$ cat src/pkg/cab_keys_pkg.sv
// Shared constants for the cab keypad command logic: timing, key map,
// register map and screen states.
// Assumes a single 50 MHz clock and keypad levels synchronous to it.
package cab_keys_pkg;

   // Timing
   localparam int CLK_HZ = 50_000_000;
   localparam int DEBOUNCE_MS = 10;
   localparam int DEBOUNCE_CYC = CLK_HZ / 1000 * DEBOUNCE_MS;
   localparam int HALT_HOLD_MS = 1000;
   localparam int HALT_HOLD_CYC = CLK_HZ / 1000 * HALT_HOLD_MS;
   localparam int CNT_W = 26;

   // Decoder function layout
   localparam int NUM_FUNCS = 13;
   localparam int HEADLIGHT_FUNCTION_IDX = 0;
   localparam int MOMENTARY_HORN_FUNCTION_IDX = 2;
   localparam int OFFSET_ADD = 10;
   localparam int MAX_FUNC_IDX = 12;
   localparam int MAX_DIGITS = 4;
   localparam int ADDR_W = 14;

   // Key indices in the debounced key vector
   localparam int NUM_KEYS = 20;
   localparam int KEY_FVIEW_A = 10;
   localparam int KEY_FVIEW_B = 11;
   localparam int KEY_PREFIX = 12;
   localparam int KEY_CANCEL = 13;
   localparam int KEY_CONFIRM = 14;
   localparam int KEY_DIR_A = 15;
   localparam int KEY_DIR_B = 16;
   localparam int KEY_RESET = 17;
   localparam int KEY_SEL_A = 18;
   localparam int KEY_SEL_B = 19;

   // Register map, byte addresses
   localparam logic [7:0] REG_CTRL = 8'h00;
   localparam logic [7:0] REG_STATUS = 8'h04;
   localparam logic [7:0] REG_FUNCS_A = 8'h08;
   localparam logic [7:0] REG_FUNCS_B = 8'h0c;
   localparam logic [7:0] REG_ADDR_A = 8'h10;
   localparam logic [7:0] REG_ADDR_B = 8'h14;
   localparam logic [7:0] REG_SLOTS = 8'h18;

   // Field positions and reset values
   localparam int CTRL_KEYPAD_EN_BIT = 0;
   localparam int CTRL_HALT_CLR_BIT = 1;
   localparam int ST_HALT_BIT = 0;
   localparam int ST_ARMED_BIT = 1;
   localparam int ST_VIEWCAB_BIT = 2;
   localparam int ST_SCREEN_LSB = 3;
   localparam logic CTRL_KEYPAD_EN_RESET = 1'b1;
   localparam logic [7:0] SLOTS_RESET = 8'hff;

   typedef enum logic [2:0] {
      SCR_HOME,
      SCR_FUNC_VIEW,
      SCR_FUNC_NA,
      SCR_ASSIGN_WHAT,
      SCR_ASSIGN_ENTRY,
      SCR_ASSIGNED
   } screen_t;

endpackage

$ cat src/verilog/key_debouncer.sv
// One keypad key: stable-level filter and a single press pulse.
// Assumes the raw level is synchronous to core_clk.
`timescale 1ns/1ps
module key_debouncer
#(
   parameter logic [cab_keys_pkg::CNT_W-1:0] STABLE_CYC = 26'h007_a120
)
(
   // Clock and reset
   input wire logic core_clk,
   input wire logic srst,
   // Key
   input wire logic rawKey,
   output logic level,
   output logic rise
);

   logic [cab_keys_pkg::CNT_W-1:0] cnt_ff;

   // Level follows raw only after it has differed for the full window
   always_ff @(posedge core_clk)
   begin
      if (srst)
      begin
         cnt_ff <= '0;
         level <= 1'b0;
      end
      else if (rawKey == level)
         cnt_ff <= '0;
      else if (cnt_ff >= STABLE_CYC - 1'b1)
      begin
         cnt_ff <= '0;
         level <= rawKey;
      end
      else
         cnt_ff <= cnt_ff + 1'b1;
   end

   // One pulse per accepted press; holding never repeats
   always_ff @(posedge core_clk)
   begin
      if (srst)
         rise <= 1'b0;
      else
         rise <= rawKey && !level && (cnt_ff >= STABLE_CYC - 1'b1);
   end

   property p_single_press;
      @(posedge core_clk) disable iff (srst)
      rise |=> !rise && level;
   endproperty
   a_single_press: assert property (p_single_press)
      else $error("press pulse not single or level not high");

endmodule

$ cat src/verilog/cab_function_store.sv
// Function on/off state of one cab: latching toggles plus one momentary bit.
// Assumes toggle requests are one-cycle strobes from the keypad logic.
`timescale 1ns/1ps
module cab_function_store
(
   // Clock and reset
   input wire logic core_clk,
   input wire logic srst,
   // Requests
   input wire logic toggleStb,
   input wire logic [3:0] toggleIdx,
   input wire logic momHeld,
   // State
   output logic [cab_keys_pkg::NUM_FUNCS-1:0] funcs
);

   localparam logic [cab_keys_pkg::NUM_FUNCS-1:0] MOM_MASK =
      13'h0004;

   // Each bit touched only when addressed; momentary bit tracks the key
   always_ff @(posedge core_clk)
   begin
      if (srst)
         funcs <= '0;
      else
      begin
         for (int i = 0; i < cab_keys_pkg::NUM_FUNCS; i++)
         begin
            if (i == cab_keys_pkg::MOMENTARY_HORN_FUNCTION_IDX)
               funcs[i] <= momHeld;
            else if (toggleStb && toggleIdx == 4'(i))
               funcs[i] <= !funcs[i];
         end
      end
   end

   property p_toggle_one_bit;
      @(posedge core_clk) disable iff (srst)
      toggleStb && toggleIdx <= 4'h0c && toggleIdx != 4'h2 |=>
         ((funcs ^ $past(funcs)) & ~MOM_MASK) == (13'h0001 << $past(toggleIdx));
   endproperty
   a_toggle_one_bit: assert property (p_toggle_one_bit)
      else $error("toggle did not flip exactly the addressed function");

   property p_no_stray_change;
      @(posedge core_clk) disable iff (srst)
      !toggleStb |=> ((funcs ^ $past(funcs)) & ~MOM_MASK) == 13'h0000;
   endproperty
   a_no_stray_change: assert property (p_no_stray_change)
      else $error("function changed without a toggle");

   property p_momentary_follows;
      @(posedge core_clk) disable iff (srst)
      ##1 funcs[cab_keys_pkg::MOMENTARY_HORN_FUNCTION_IDX] == $past(momHeld);
   endproperty
   a_momentary_follows: assert property (p_momentary_follows)
      else $error("momentary function not following its key");

endmodule

$ cat src/verilog/cab_function_keys_and_halt.sv
// Keypad command logic for the two built-in cabs: function view and
// toggles, cab assignment, global halt, and a small register port.
// Assumes keypad levels synchronous to core_clk and a register master
// that sends one-cycle strobes and takes read data the cycle after.
`timescale 1ns/1ps
module cab_function_keys_and_halt
#(
   parameter int DEBOUNCE_CYC = cab_keys_pkg::DEBOUNCE_CYC,
   parameter int HALT_HOLD_CYC = cab_keys_pkg::HALT_HOLD_CYC
)
(
   // Clock and reset
   input wire logic core_clk,
   input wire logic srst,
   // Register port
   input wire logic [7:0] regAddr,
   input wire logic [31:0] regWrData,
   input wire logic regWrStb,
   input wire logic regRdStb,
   output logic [31:0] regRdData,
   // Keypad levels, high while pressed
   input wire logic [9:0] digitKeys,
   input wire logic funcViewKeyA,
   input wire logic funcViewKeyB,
   input wire logic prefixKey,
   input wire logic cancel_key,
   input wire logic confirm_key,
   input wire logic dirKeyA,
   input wire logic dirKeyB,
   input wire logic resetKey,
   input wire logic cabSelKeyA,
   input wire logic cabSelKeyB,
   // Display
   output cab_keys_pkg::screen_t screen,
   output logic viewCab,
   output logic [13:0] viewAddr,
   output logic [12:0] viewFuncs,
   output logic offsetArmed,
   // Track signal generator
   output logic haltAll,
   output logic [13:0] cabAddrA,
   output logic [13:0] cabAddrB,
   output logic [12:0] cabFuncsA,
   output logic [12:0] cabFuncsB,
   output logic [7:0] freeSlots
);

   localparam logic [cab_keys_pkg::CNT_W-1:0] HOLD_LAST =
      cab_keys_pkg::CNT_W'(HALT_HOLD_CYC - 1);

   logic [cab_keys_pkg::NUM_KEYS-1:0] keyRaw;
   logic [cab_keys_pkg::NUM_KEYS-1:0] keyLevel;
   logic [cab_keys_pkg::NUM_KEYS-1:0] keyRise;
   logic [cab_keys_pkg::NUM_KEYS-1:0] pulse;
   logic keypadEn_ff;
   logic armed_ff;
   logic momActive_ff;
   logic halt_ff;
   logic target_ff;
   logic [2:0] digCount_ff;
   logic [13:0] accum_ff;
   logic [13:0] nxt_accum;
   logic [cab_keys_pkg::CNT_W-1:0] holdA_ff;
   logic [cab_keys_pkg::CNT_W-1:0] holdB_ff;
   logic [3:0] digVal;
   logic [4:0] offIdx;
   logic digHit;
   logic inView;
   logic viewSel;
   logic selCab;
   logic funcToggle;
   logic [3:0] toggleIdx;
   logic momSet;
   logic swHaltClr;
   logic haltRaise;
   logic haltClear;
   logic [31:0] rdMux;
   logic [31:0] statusWord;

   // Key vector in package index order
   assign keyRaw = {cabSelKeyB, cabSelKeyA, resetKey, dirKeyB, dirKeyA, confirm_key,
                    cancel_key, prefixKey, funcViewKeyB, funcViewKeyA, digitKeys};

   // One filter per key
   for (genvar g = 0; g < cab_keys_pkg::NUM_KEYS; g++)
   begin : g_keys
      key_debouncer #(.STABLE_CYC(cab_keys_pkg::CNT_W'(DEBOUNCE_CYC))) u_deb
      (
         .core_clk(core_clk),
         .srst(srst),
         .rawKey(keyRaw[g]),
         .level(keyLevel[g]),
         .rise(keyRise[g])
      );
   end

   // Screen keys are ignored while software disables the keypad
   assign pulse = keyRise & {cab_keys_pkg::NUM_KEYS{keypadEn_ff}};

   // Lowest pressed digit wins when two land in one cycle
   always_comb
   begin
      digVal = 4'h0;
      for (int i = 9; i >= 0; i--)
      begin
         if (pulse[i])
            digVal = 4'(i);
      end
   end

   assign digHit = |pulse[9:0];
   assign offIdx = {1'b0, digVal} + 5'(cab_keys_pkg::OFFSET_ADD);
   assign inView = (screen == cab_keys_pkg::SCR_FUNC_VIEW);
   assign viewSel = pulse[cab_keys_pkg::KEY_FVIEW_A] || pulse[cab_keys_pkg::KEY_FVIEW_B];
   assign selCab = !pulse[cab_keys_pkg::KEY_FVIEW_A];
   assign nxt_accum = 14'((accum_ff << 3) + (accum_ff << 1) + 14'(digVal));

   // Function toggles only from the view; horn digit is momentary instead unless the offset is armed
   always_comb
   begin
      funcToggle = 1'b0;
      momSet = 1'b0;
      toggleIdx = digVal;
      if (inView && digHit && !pulse[cab_keys_pkg::KEY_CANCEL] && !viewSel)
      begin
         if (armed_ff)
         begin
            toggleIdx = offIdx[3:0];
            funcToggle = (offIdx <= 5'(cab_keys_pkg::MAX_FUNC_IDX));
         end
         else if (digVal == 4'(cab_keys_pkg::MOMENTARY_HORN_FUNCTION_IDX))
            momSet = 1'b1;
         else
            funcToggle = 1'b1;
      end
   end

   // Per-cab function state
   cab_function_store u_funcs_a
   (
      .core_clk(core_clk),
      .srst(srst),
      .toggleStb(funcToggle && !viewCab),
      .toggleIdx(toggleIdx),
      .momHeld(momActive_ff && !viewCab),
      .funcs(cabFuncsA)
   );

   cab_function_store u_funcs_b
   (
      .core_clk(core_clk),
      .srst(srst),
      .toggleStb(funcToggle && viewCab),
      .toggleIdx(toggleIdx),
      .momHeld(momActive_ff && viewCab),
      .funcs(cabFuncsB)
   );

   // Screen sequencing; cancel always wins
   always_ff @(posedge core_clk)
   begin
      if (srst)
      begin
         screen <= cab_keys_pkg::SCR_HOME;
         viewCab <= 1'b0;
      end
      else
      begin
         case (screen)
            cab_keys_pkg::SCR_HOME, cab_keys_pkg::SCR_FUNC_VIEW, cab_keys_pkg::SCR_FUNC_NA:
            begin
               if (pulse[cab_keys_pkg::KEY_CANCEL])
                  screen <= cab_keys_pkg::SCR_HOME;
               else if (viewSel)
               begin
                  viewCab <= selCab;
                  if ((selCab ? cabAddrB : cabAddrA) == 14'h0000)
                     screen <= cab_keys_pkg::SCR_FUNC_NA;
                  else
                     screen <= cab_keys_pkg::SCR_FUNC_VIEW;
               end
               else if (screen == cab_keys_pkg::SCR_HOME && pulse[cab_keys_pkg::KEY_PREFIX])
                  screen <= cab_keys_pkg::SCR_ASSIGN_WHAT;
            end
            cab_keys_pkg::SCR_ASSIGN_WHAT:
            begin
               if (pulse[cab_keys_pkg::KEY_CANCEL])
                  screen <= cab_keys_pkg::SCR_HOME;
               else if (pulse[cab_keys_pkg::KEY_SEL_A] || pulse[cab_keys_pkg::KEY_SEL_B])
                  screen <= cab_keys_pkg::SCR_ASSIGN_ENTRY;
            end
            cab_keys_pkg::SCR_ASSIGN_ENTRY:
            begin
               if (pulse[cab_keys_pkg::KEY_CANCEL])
                  screen <= cab_keys_pkg::SCR_HOME;
               else if (pulse[cab_keys_pkg::KEY_CONFIRM])
                  screen <= cab_keys_pkg::SCR_ASSIGNED;
            end
            default:
            begin
               if (pulse[cab_keys_pkg::KEY_CANCEL])
                  screen <= cab_keys_pkg::SCR_HOME;
            end
         endcase
      end
   end

   // Offset arming: any digit, or leaving the view, disarms it
   always_ff @(posedge core_clk)
   begin
      if (srst)
         armed_ff <= 1'b0;
      else if (!inView || pulse[cab_keys_pkg::KEY_CANCEL] || viewSel || digHit)
         armed_ff <= 1'b0;
      else if (pulse[cab_keys_pkg::KEY_PREFIX])
         armed_ff <= 1'b1;
   end

   // Horn held state; ends on release or when the view is left
   always_ff @(posedge core_clk)
   begin
      if (srst)
         momActive_ff <= 1'b0;
      else if (momSet)
         momActive_ff <= 1'b1;
      else if (!keyLevel[cab_keys_pkg::MOMENTARY_HORN_FUNCTION_IDX] || !inView)
         momActive_ff <= 1'b0;
   end

   // Address entry and cab assignment
   always_ff @(posedge core_clk)
   begin
      if (srst)
      begin
         accum_ff <= '0;
         digCount_ff <= '0;
         target_ff <= 1'b0;
         cabAddrA <= '0;
         cabAddrB <= '0;
         freeSlots <= cab_keys_pkg::SLOTS_RESET;
      end
      else if (screen == cab_keys_pkg::SCR_ASSIGN_WHAT)
      begin
         accum_ff <= '0;
         digCount_ff <= '0;
         target_ff <= !pulse[cab_keys_pkg::KEY_SEL_A];
      end
      else if (screen == cab_keys_pkg::SCR_ASSIGN_ENTRY && !pulse[cab_keys_pkg::KEY_CANCEL])
      begin
         if (pulse[cab_keys_pkg::KEY_CONFIRM])
         begin
            // Empty entry leaves accum at zero: cab unassigned
            if (target_ff)
               cabAddrB <= accum_ff;
            else
               cabAddrA <= accum_ff;
            if (accum_ff != 14'h0000 && target_ff && cabAddrA == accum_ff)
               cabAddrA <= '0;
            if (accum_ff != 14'h0000 && !target_ff && cabAddrB == accum_ff)
               cabAddrB <= '0;
            // Only a new address takes a slot; clearing frees none
            if (accum_ff != 14'h0000 && freeSlots != 8'h00
                && accum_ff != cabAddrA && accum_ff != cabAddrB)
               freeSlots <= freeSlots - 8'h01;
         end
         else if (digHit && digCount_ff < 3'(cab_keys_pkg::MAX_DIGITS))
         begin
            accum_ff <= nxt_accum;
            digCount_ff <= digCount_ff + 3'h1;
         end
      end
   end

   // Direction key hold timers; only built-in cab keys reach this
   always_ff @(posedge core_clk)
   begin
      if (srst)
      begin
         holdA_ff <= '0;
         holdB_ff <= '0;
      end
      else
      begin
         if (!keyLevel[cab_keys_pkg::KEY_DIR_A])
            holdA_ff <= '0;
         else if (holdA_ff != HOLD_LAST)
            holdA_ff <= holdA_ff + 1'b1;
         if (!keyLevel[cab_keys_pkg::KEY_DIR_B])
            holdB_ff <= '0;
         else if (holdB_ff != HOLD_LAST)
            holdB_ff <= holdB_ff + 1'b1;
      end
   end

   assign swHaltClr = regWrStb && regAddr == cab_keys_pkg::REG_CTRL
                      && regWrData[cab_keys_pkg::CTRL_HALT_CLR_BIT];
   // No assignment check: an unassigned cab may still halt everything
   assign haltRaise = (keyLevel[cab_keys_pkg::KEY_DIR_A] && holdA_ff == HOLD_LAST)
                      || (keyLevel[cab_keys_pkg::KEY_DIR_B] && holdB_ff == HOLD_LAST);
   assign haltClear = keyRise[cab_keys_pkg::KEY_DIR_A] || keyRise[cab_keys_pkg::KEY_DIR_B]
                      || keyRise[cab_keys_pkg::KEY_RESET] || swHaltClr;

   // Global halt; speeds are held upstream, so clearing resumes them
   always_ff @(posedge core_clk)
   begin
      if (srst)
         halt_ff <= 1'b0;
      else if (!halt_ff && haltRaise)
         halt_ff <= 1'b1;
      else if (halt_ff && haltClear)
         halt_ff <= 1'b0;
   end

   assign haltAll = halt_ff;
   assign offsetArmed = armed_ff;

   // Registered view for the display
   always_ff @(posedge core_clk)
   begin
      if (srst)
      begin
         viewAddr <= '0;
         viewFuncs <= '0;
      end
      else
      begin
         viewAddr <= viewCab ? cabAddrB : cabAddrA;
         viewFuncs <= viewCab ? cabFuncsB : cabFuncsA;
      end
   end

   // Control register
   always_ff @(posedge core_clk)
   begin
      if (srst)
         keypadEn_ff <= cab_keys_pkg::CTRL_KEYPAD_EN_RESET;
      else if (regWrStb && regAddr == cab_keys_pkg::REG_CTRL)
         keypadEn_ff <= regWrData[cab_keys_pkg::CTRL_KEYPAD_EN_BIT];
   end

   // Read decode; unmapped addresses read zero
   always_comb
   begin
      statusWord = '0;
      statusWord[cab_keys_pkg::ST_HALT_BIT] = halt_ff;
      statusWord[cab_keys_pkg::ST_ARMED_BIT] = armed_ff;
      statusWord[cab_keys_pkg::ST_VIEWCAB_BIT] = viewCab;
      statusWord[cab_keys_pkg::ST_SCREEN_LSB +: 3] = screen;
      if (regAddr == cab_keys_pkg::REG_CTRL)
         rdMux = {31'h0000_0000, keypadEn_ff};
      else if (regAddr == cab_keys_pkg::REG_STATUS)
         rdMux = statusWord;
      else if (regAddr == cab_keys_pkg::REG_FUNCS_A)
         rdMux = {19'h0_0000, cabFuncsA};
      else if (regAddr == cab_keys_pkg::REG_FUNCS_B)
         rdMux = {19'h0_0000, cabFuncsB};
      else if (regAddr == cab_keys_pkg::REG_ADDR_A)
         rdMux = {18'h0_0000, cabAddrA};
      else if (regAddr == cab_keys_pkg::REG_ADDR_B)
         rdMux = {18'h0_0000, cabAddrB};
      else if (regAddr == cab_keys_pkg::REG_SLOTS)
         rdMux = {24'h00_0000, freeSlots};
      else
         rdMux = '0;
   end

   // Read data valid only in the cycle after the strobe
   always_ff @(posedge core_clk)
   begin
      if (srst)
         regRdData <= '0;
      else
         regRdData <= regRdStb ? rdMux : 32'h0000_0000;
   end

   property p_cancel_home;
      @(posedge core_clk) disable iff (srst)
      inView && pulse[cab_keys_pkg::KEY_CANCEL] |=>
         screen == cab_keys_pkg::SCR_HOME ##1
         cabFuncsA == $past(cabFuncsA, 2) && cabFuncsB == $past(cabFuncsB, 2);
   endproperty
   a_cancel_home: assert property (p_cancel_home)
      else $error("cancel did not return home cleanly");

   property p_unassigned_na;
      @(posedge core_clk) disable iff (srst)
      screen == cab_keys_pkg::SCR_HOME && pulse[cab_keys_pkg::KEY_FVIEW_A]
         && !pulse[cab_keys_pkg::KEY_CANCEL] && cabAddrA == 14'h0000 |=>
         screen == cab_keys_pkg::SCR_FUNC_NA && !viewCab;
   endproperty
   a_unassigned_na: assert property (p_unassigned_na)
      else $error("unassigned cab did not show not-available");

   property p_no_toggle_outside;
      @(posedge core_clk) disable iff (srst)
      !inView |-> !funcToggle && !momSet;
   endproperty
   a_no_toggle_outside: assert property (p_no_toggle_outside)
      else $error("digit acted on a function outside the view");

   property p_arm;
      @(posedge core_clk) disable iff (srst)
      inView && pulse[cab_keys_pkg::KEY_PREFIX] && !digHit && !viewSel
         && !pulse[cab_keys_pkg::KEY_CANCEL] |=> offsetArmed;
   endproperty
   a_arm: assert property (p_arm)
      else $error("prefix key did not arm the offset");

   property p_disarm;
      @(posedge core_clk) disable iff (srst)
      armed_ff && digHit |-> (toggleIdx == 4'(digVal + 4'ha) || !funcToggle) ##1 !offsetArmed;
   endproperty
   a_disarm: assert property (p_disarm)
      else $error("offset digit wrong or offset still armed");

   property p_empty_confirm;
      @(posedge core_clk) disable iff (srst)
      screen == cab_keys_pkg::SCR_ASSIGN_ENTRY && pulse[cab_keys_pkg::KEY_CONFIRM]
         && !pulse[cab_keys_pkg::KEY_CANCEL] && digCount_ff == 3'h0 |=>
         $stable(freeSlots) && (target_ff ? cabAddrB : cabAddrA) == 14'h0000;
   endproperty
   a_empty_confirm: assert property (p_empty_confirm)
      else $error("empty confirm changed slots or left cab assigned");

   property p_steal;
      @(posedge core_clk) disable iff (srst)
      screen == cab_keys_pkg::SCR_ASSIGN_ENTRY && pulse[cab_keys_pkg::KEY_CONFIRM]
         && !pulse[cab_keys_pkg::KEY_CANCEL] && accum_ff != 14'h0000 |=>
         cabAddrA != cabAddrB;
   endproperty
   a_steal: assert property (p_steal)
      else $error("both cabs hold the same address");

   property p_halt_raise;
      @(posedge core_clk) disable iff (srst)
      !halt_ff && haltRaise |=> haltAll ##1 (haltAll || $past(haltClear));
   endproperty
   a_halt_raise: assert property (p_halt_raise)
      else $error("held direction key did not raise halt");

   property p_halt_clear;
      @(posedge core_clk) disable iff (srst)
      halt_ff && (keyRise[cab_keys_pkg::KEY_DIR_A] || keyRise[cab_keys_pkg::KEY_RESET]) |=>
         !haltAll;
   endproperty
   a_halt_clear: assert property (p_halt_clear)
      else $error("halt not cleared by key press");

   property p_halt_powerup;
      @(posedge core_clk) disable iff (srst)
      $past(srst) |-> !haltAll;
   endproperty
   a_halt_powerup: assert property (p_halt_powerup)
      else $error("halt present after reset");

endmodule

$ cat config.mk
export PLATFORM = sky130hd
export DESIGN_NAME = cab_function_keys_and_halt
export DESIGN_NICKNAME = d
export VERILOG_FILES = /design/src/pkg/cab_keys_pkg.sv /design/src/verilog/key_debouncer.sv /design/src/verilog/cab_function_store.sv /design/src/verilog/cab_function_keys_and_halt.sv
export SDC_FILE = /design/constraint.sdc
export NUM_CORES = 1
export LEC_CHECK = 0
export BUFFER_PORTS_ARGS = -buffer_cell sky130_fd_sc_hd__buf_2
export CAP_MARGIN = 20
export CORE_ASPECT_RATIO = 2
export CORE_MARGIN = 1.5
export CORE_UTILIZATION = 26
export DETAILED_ROUTE_END_ITERATION = 8
export GPL_ROUTABILITY_DRIVEN = 0
export PLACE_DENSITY = 0.5
export SETUP_SLACK_MARGIN = 0.2
export SYNTH_ARGS = -nofsm -noshare
export SYNTH_HDL_FRONTEND = slang
export SYNTH_SLANG_ARGS = --single-unit
$ cat constraint.sdc
create_clock -name core_clk -period 4.25 [get_ports core_clk]
set_input_delay 0.85 -clock core_clk [delete_from_list [all_inputs] [get_ports core_clk]]
set_output_delay 0.85 -clock core_clk [all_outputs]
set_load 0.05 [all_outputs]
==> results.md <==
- Of all nets on the critical path, the largest fanout is 6.
- The tool flagged a number of max-cap violations equal to 0.
- The flip-flop and latch count after synthesis is 741.
- The slew of the pin with the lowest slew margin is approximately 1.1 ns.
- The post-synthesis to final-layout area growth is 16.74%.
- The number of rows created at floorplan is 177.
- In the finished design, the share of the clock period the worst path needs comes to between 70% and 80%.
- The count of buffers from port buffering is 142.
- The average routed wire per standard cell is around 13 microns.
- The highest achievable clock rate is around 0.3 GHz.
- The total count of max-transition violations in the final report is 0.
- The via-per-instance ratio is ~4.4.
- The clock tree buffer depth is 3.
- Before CTS, the worst setup slack after placement is 0.9137 ns.
- The wire length of the first global-routing pass is 108900 microns.
- The top cell types in the final layout, fill and taps aside, are dfxtp_1 (740), nor2_1 (650), xor2_1 (264).
- The total number of H-tree levels is 3.
- TritonCTS built the clock tree.
- Summing all multi-input logic gate instances after layout gives 15090 sq um.
- The initial antenna violation count is 13.
- The commonest register cell after synthesis is dfxtp_1.
- The number of setup buffers added after CTS is 0.
- The relative slew slack is 29.34%.
- The number of global-route vias before repair came to ~21k.
- For the worst setup path, the data arrival time is roughly 3.9 ns.
- The sum of internal, switching and leakage power is 0.01436 W.
- The path category of the worst min-delay check is flip-flop to flip-flop.
- The clock drives roughly 740 sinks.
- The number of cells upsized or downsized after cts is 0.
- The gate count of the mapped netlist is ~3.3k.
- The number of hold violations in the final report was 0.
- The portion of synthesized cell area occupied by the leading cell type is between 40% and 50%.
- Of all flip-flops after synthesis, the portion carrying an async set or reset was 0%.
- The insertion delay of the later-clocked pin in the worst-skew pair is 0.63 ns.
- The number of hold buffers added after CTS was 0.
- The combined flip-flop and latch cell area is 14840 sq um.
- between 150 and 200 I/O pins were placed.
- The signal on the critical path passes through nor4_1 -> nand4_1 -> fa_1 -> fa_1 -> nor2b_1 -> o21ai_0 -> a21oi_1 -> o221ai_1 -> o21ai_0 -> o211ai_1.
- The minimum setup slack in the final design is 0.8542 ns.
- The number of filler cells placed in the layout is ~12k.
- The sequential fraction of the synthesis area is 48.98%.
- Summed over all cells, the static leakage comes to 12.77 nW.
- The area of all placed cells without fillers is between 30000 and 40000 sq um.
- After clock tree synthesis, the clock-pin slew on the worst setup and hold paths is about 0.060 ns.
- The worst path needs between 3 and 4 ns of the cycle, external delays included.
- The power per cell area is roughly 410 nW/um^2.
- The setup total negative slack is 0 ns.
- The clock skew after layout is ~0.030 ns.
- For the worst setup path, the data required time is 4.73 ns.
- The via count of the routed design is 22.65k.
- The number of buffers added by the clock tree synthesis step is between 70 and 80.
- The nature of the critical path startpoint is a flip-flop.
- The final number of setup-violating endpoints is 0.
- The cell area after synthesis is between 30000 and 40000 sq um.
- The largest vdd supply drop is approximately 0.3 mV.
- In this run the vertical extent of the chip is 485.7 microns.
- Yosys attributes the largest share of cell area to dfxtp_1 (49%), nor2_1 (8.1%), xor2_1 (7.6%), xnor2_1 (4.7%), nand2_1 (3.1%).
- The number of synthesized flops with an enable pin is 0.
- In the final design database the tool counted roughly 3.7k nets.
- Yosys printed 0 warnings.
- For this run, design rule violations remaining after detail routing come to 0.
- In this run the cell area measured after placement is 32890 sq um.
- The kind of critical path is flip-flop to flip-flop.
- The die is 244.3 microns wide.
- The largest single stage delay on the critical path is between 0.5 and 0.6 ns.
- The pre-antenna-repair detailed-routing pass consisted of 5 iterations.
- The global-route total usage across every layer is 11.09%.
- The number of DRC markers after the initial detailed-route iteration is 1176.
- The clock tree root driver cell is clkbuf_16.
- The number of distinct standard cells referenced by the synthesized netlist is between 80 and 90.
- The wire-length estimate of the detail-placed layout is 46410 microns.
- Setup repair after global routing left no endpoint under its margin.
- The cell taking the most area after synthesis is dfxtp_1.
- The ratio of cells with drive above 1 in the final layout is under 10%.
- The post-route antenna net violation count is 0.
- After global routing the overflow that remains totals 0.
- The slowest cell on the critical path is fa_1.
- The flow ran to the end, and the final reports show no timing, DRC or antenna violations.
- The maximum number of pins on one net before global-route repair is 65.
- In this run the standard cell core region covers 115800 sq um.
- The type of destination of the critical path is a flip-flop.
- The die covers 118700 sq um.
- Once the floorplan was initialized, standard cells occupied between 20% and 30% of the core.
- The average cell area after synthesis is 9.147 sq um.
- Wires add up to ~66000 microns.
- The library cell used most frequently in the layout, excluding fill and tap cells, is dfxtp_1.
[worst max-delay path, delay by kind of cell, from the launching register on]
family          cells  cell delay, ns
fa+ha+maj           2            1.06
compound gates      5            0.97
simple gates        3            0.86
flops               1            0.36
[worst paths after layout]
path,from,endpoint,slack (ns),cells after the start
max reg2reg,g_keys[5].u_deb.rise,accum_ff[12],0.85,10
min,g_keys[18].u_deb.cnt_ff[0],g_keys[18].u_deb.cnt_ff[0],0.45,1
min reg2reg,g_keys[18].u_deb.cnt_ff[0],g_keys[18].u_deb.cnt_ff[0],0.45,1
max,g_keys[5].u_deb.rise,accum_ff[12],0.85,10
[metal layers]
metal | GRT usage [%] | wire length (microns)
met5 | 0 | 78
met4 | 3.346 | 1188
met3 | 2.974 | 4955
met2 | 16.49 | 27250
met1 | 15.52 | 32870
[sequential cells by signal (all words and copies together) (netlist names), 3 cells and up]
name                 flops
holdA_ff                26
g_keys.u_deb.rise       20
regRdData               14
viewFuncs               13
cabAddrB                14
freeSlots                8
g_keys.u_deb.cnt_ff    520
screen                   3
cabAddrA                14
accum_ff                14
viewAddr                14
u_funcs_b.funcs         13
u_funcs_a.funcs         13
holdB_ff                26
digCount_ff              3
g_keys.u_deb.level      20
[cell type report]
| type | count | area share, % |
|---|---|---|
| Clock buffer | 111 | 6.243 |
| Sequential cell | 741 | 41.96 |
| Antenna cell | 3 | 0.02123 |
| Clock inverter | 20 | 0.6937 |
| Tap cell | 1521 | 5.383 |
| Inverter | 80 | 0.8494 |
| Multi-Input combinational cell | 2516 | 42.69 |
| Timing Repair Buffer | 148 | 2.155 |
[report_power, final]
part	total [W]	internal (W)	switching [W]
logic	0.000599	0.000192	0.000407
registers	0.00715	0.00707	0.0000814
clock network	0.00661	0.00390	0.00271
[metrics by stage]
stage	util, %	instances	hold WS, ns
2_1_floorplan	-	3468	0.4130
3_5_place_dp	28.39	5005	0.4351
6_report	30.52	5140	0.4469
3_3_place_gp	28.39	5005	0.4246
5_1_grt	30.52	5137	0.4787
4_1_cts	30.51	5136	0.4396
[synth_stat cells (35+ instances only)]
cell      number
nand3_1      180
nor2_1       650
nand2_1      251
o21ai_0       35
ha_1          68
and4_1        65
nor4_1        57
xnor2_1      163
inv_1         80
dfxtp_1      741
mux2i_1       56
and3_1        74
nor3_1        57
clkbuf_1      67
a21oi_1       83
nand4_1       68
xor2_1       264
[logic make-up (layout without fill, tap and decap cells)]
group / after synthesis / in the layout / share of synthesized area (%)
compound gates: 268 / 268 / 6.024
xor+xnor: 428 / 428 / 12.40
fa+ha+maj: 70 / 70 / 2.942
buf+inv: 211 / 359 / 3.127
flops: 741 / 741 / 48.98
mux: 57 / 57 / 1.896
other cells: 1 / 161 / 0.01238
simple gates: 1535 / 1535 / 24.61
Power figures use the tool's default switching activity.
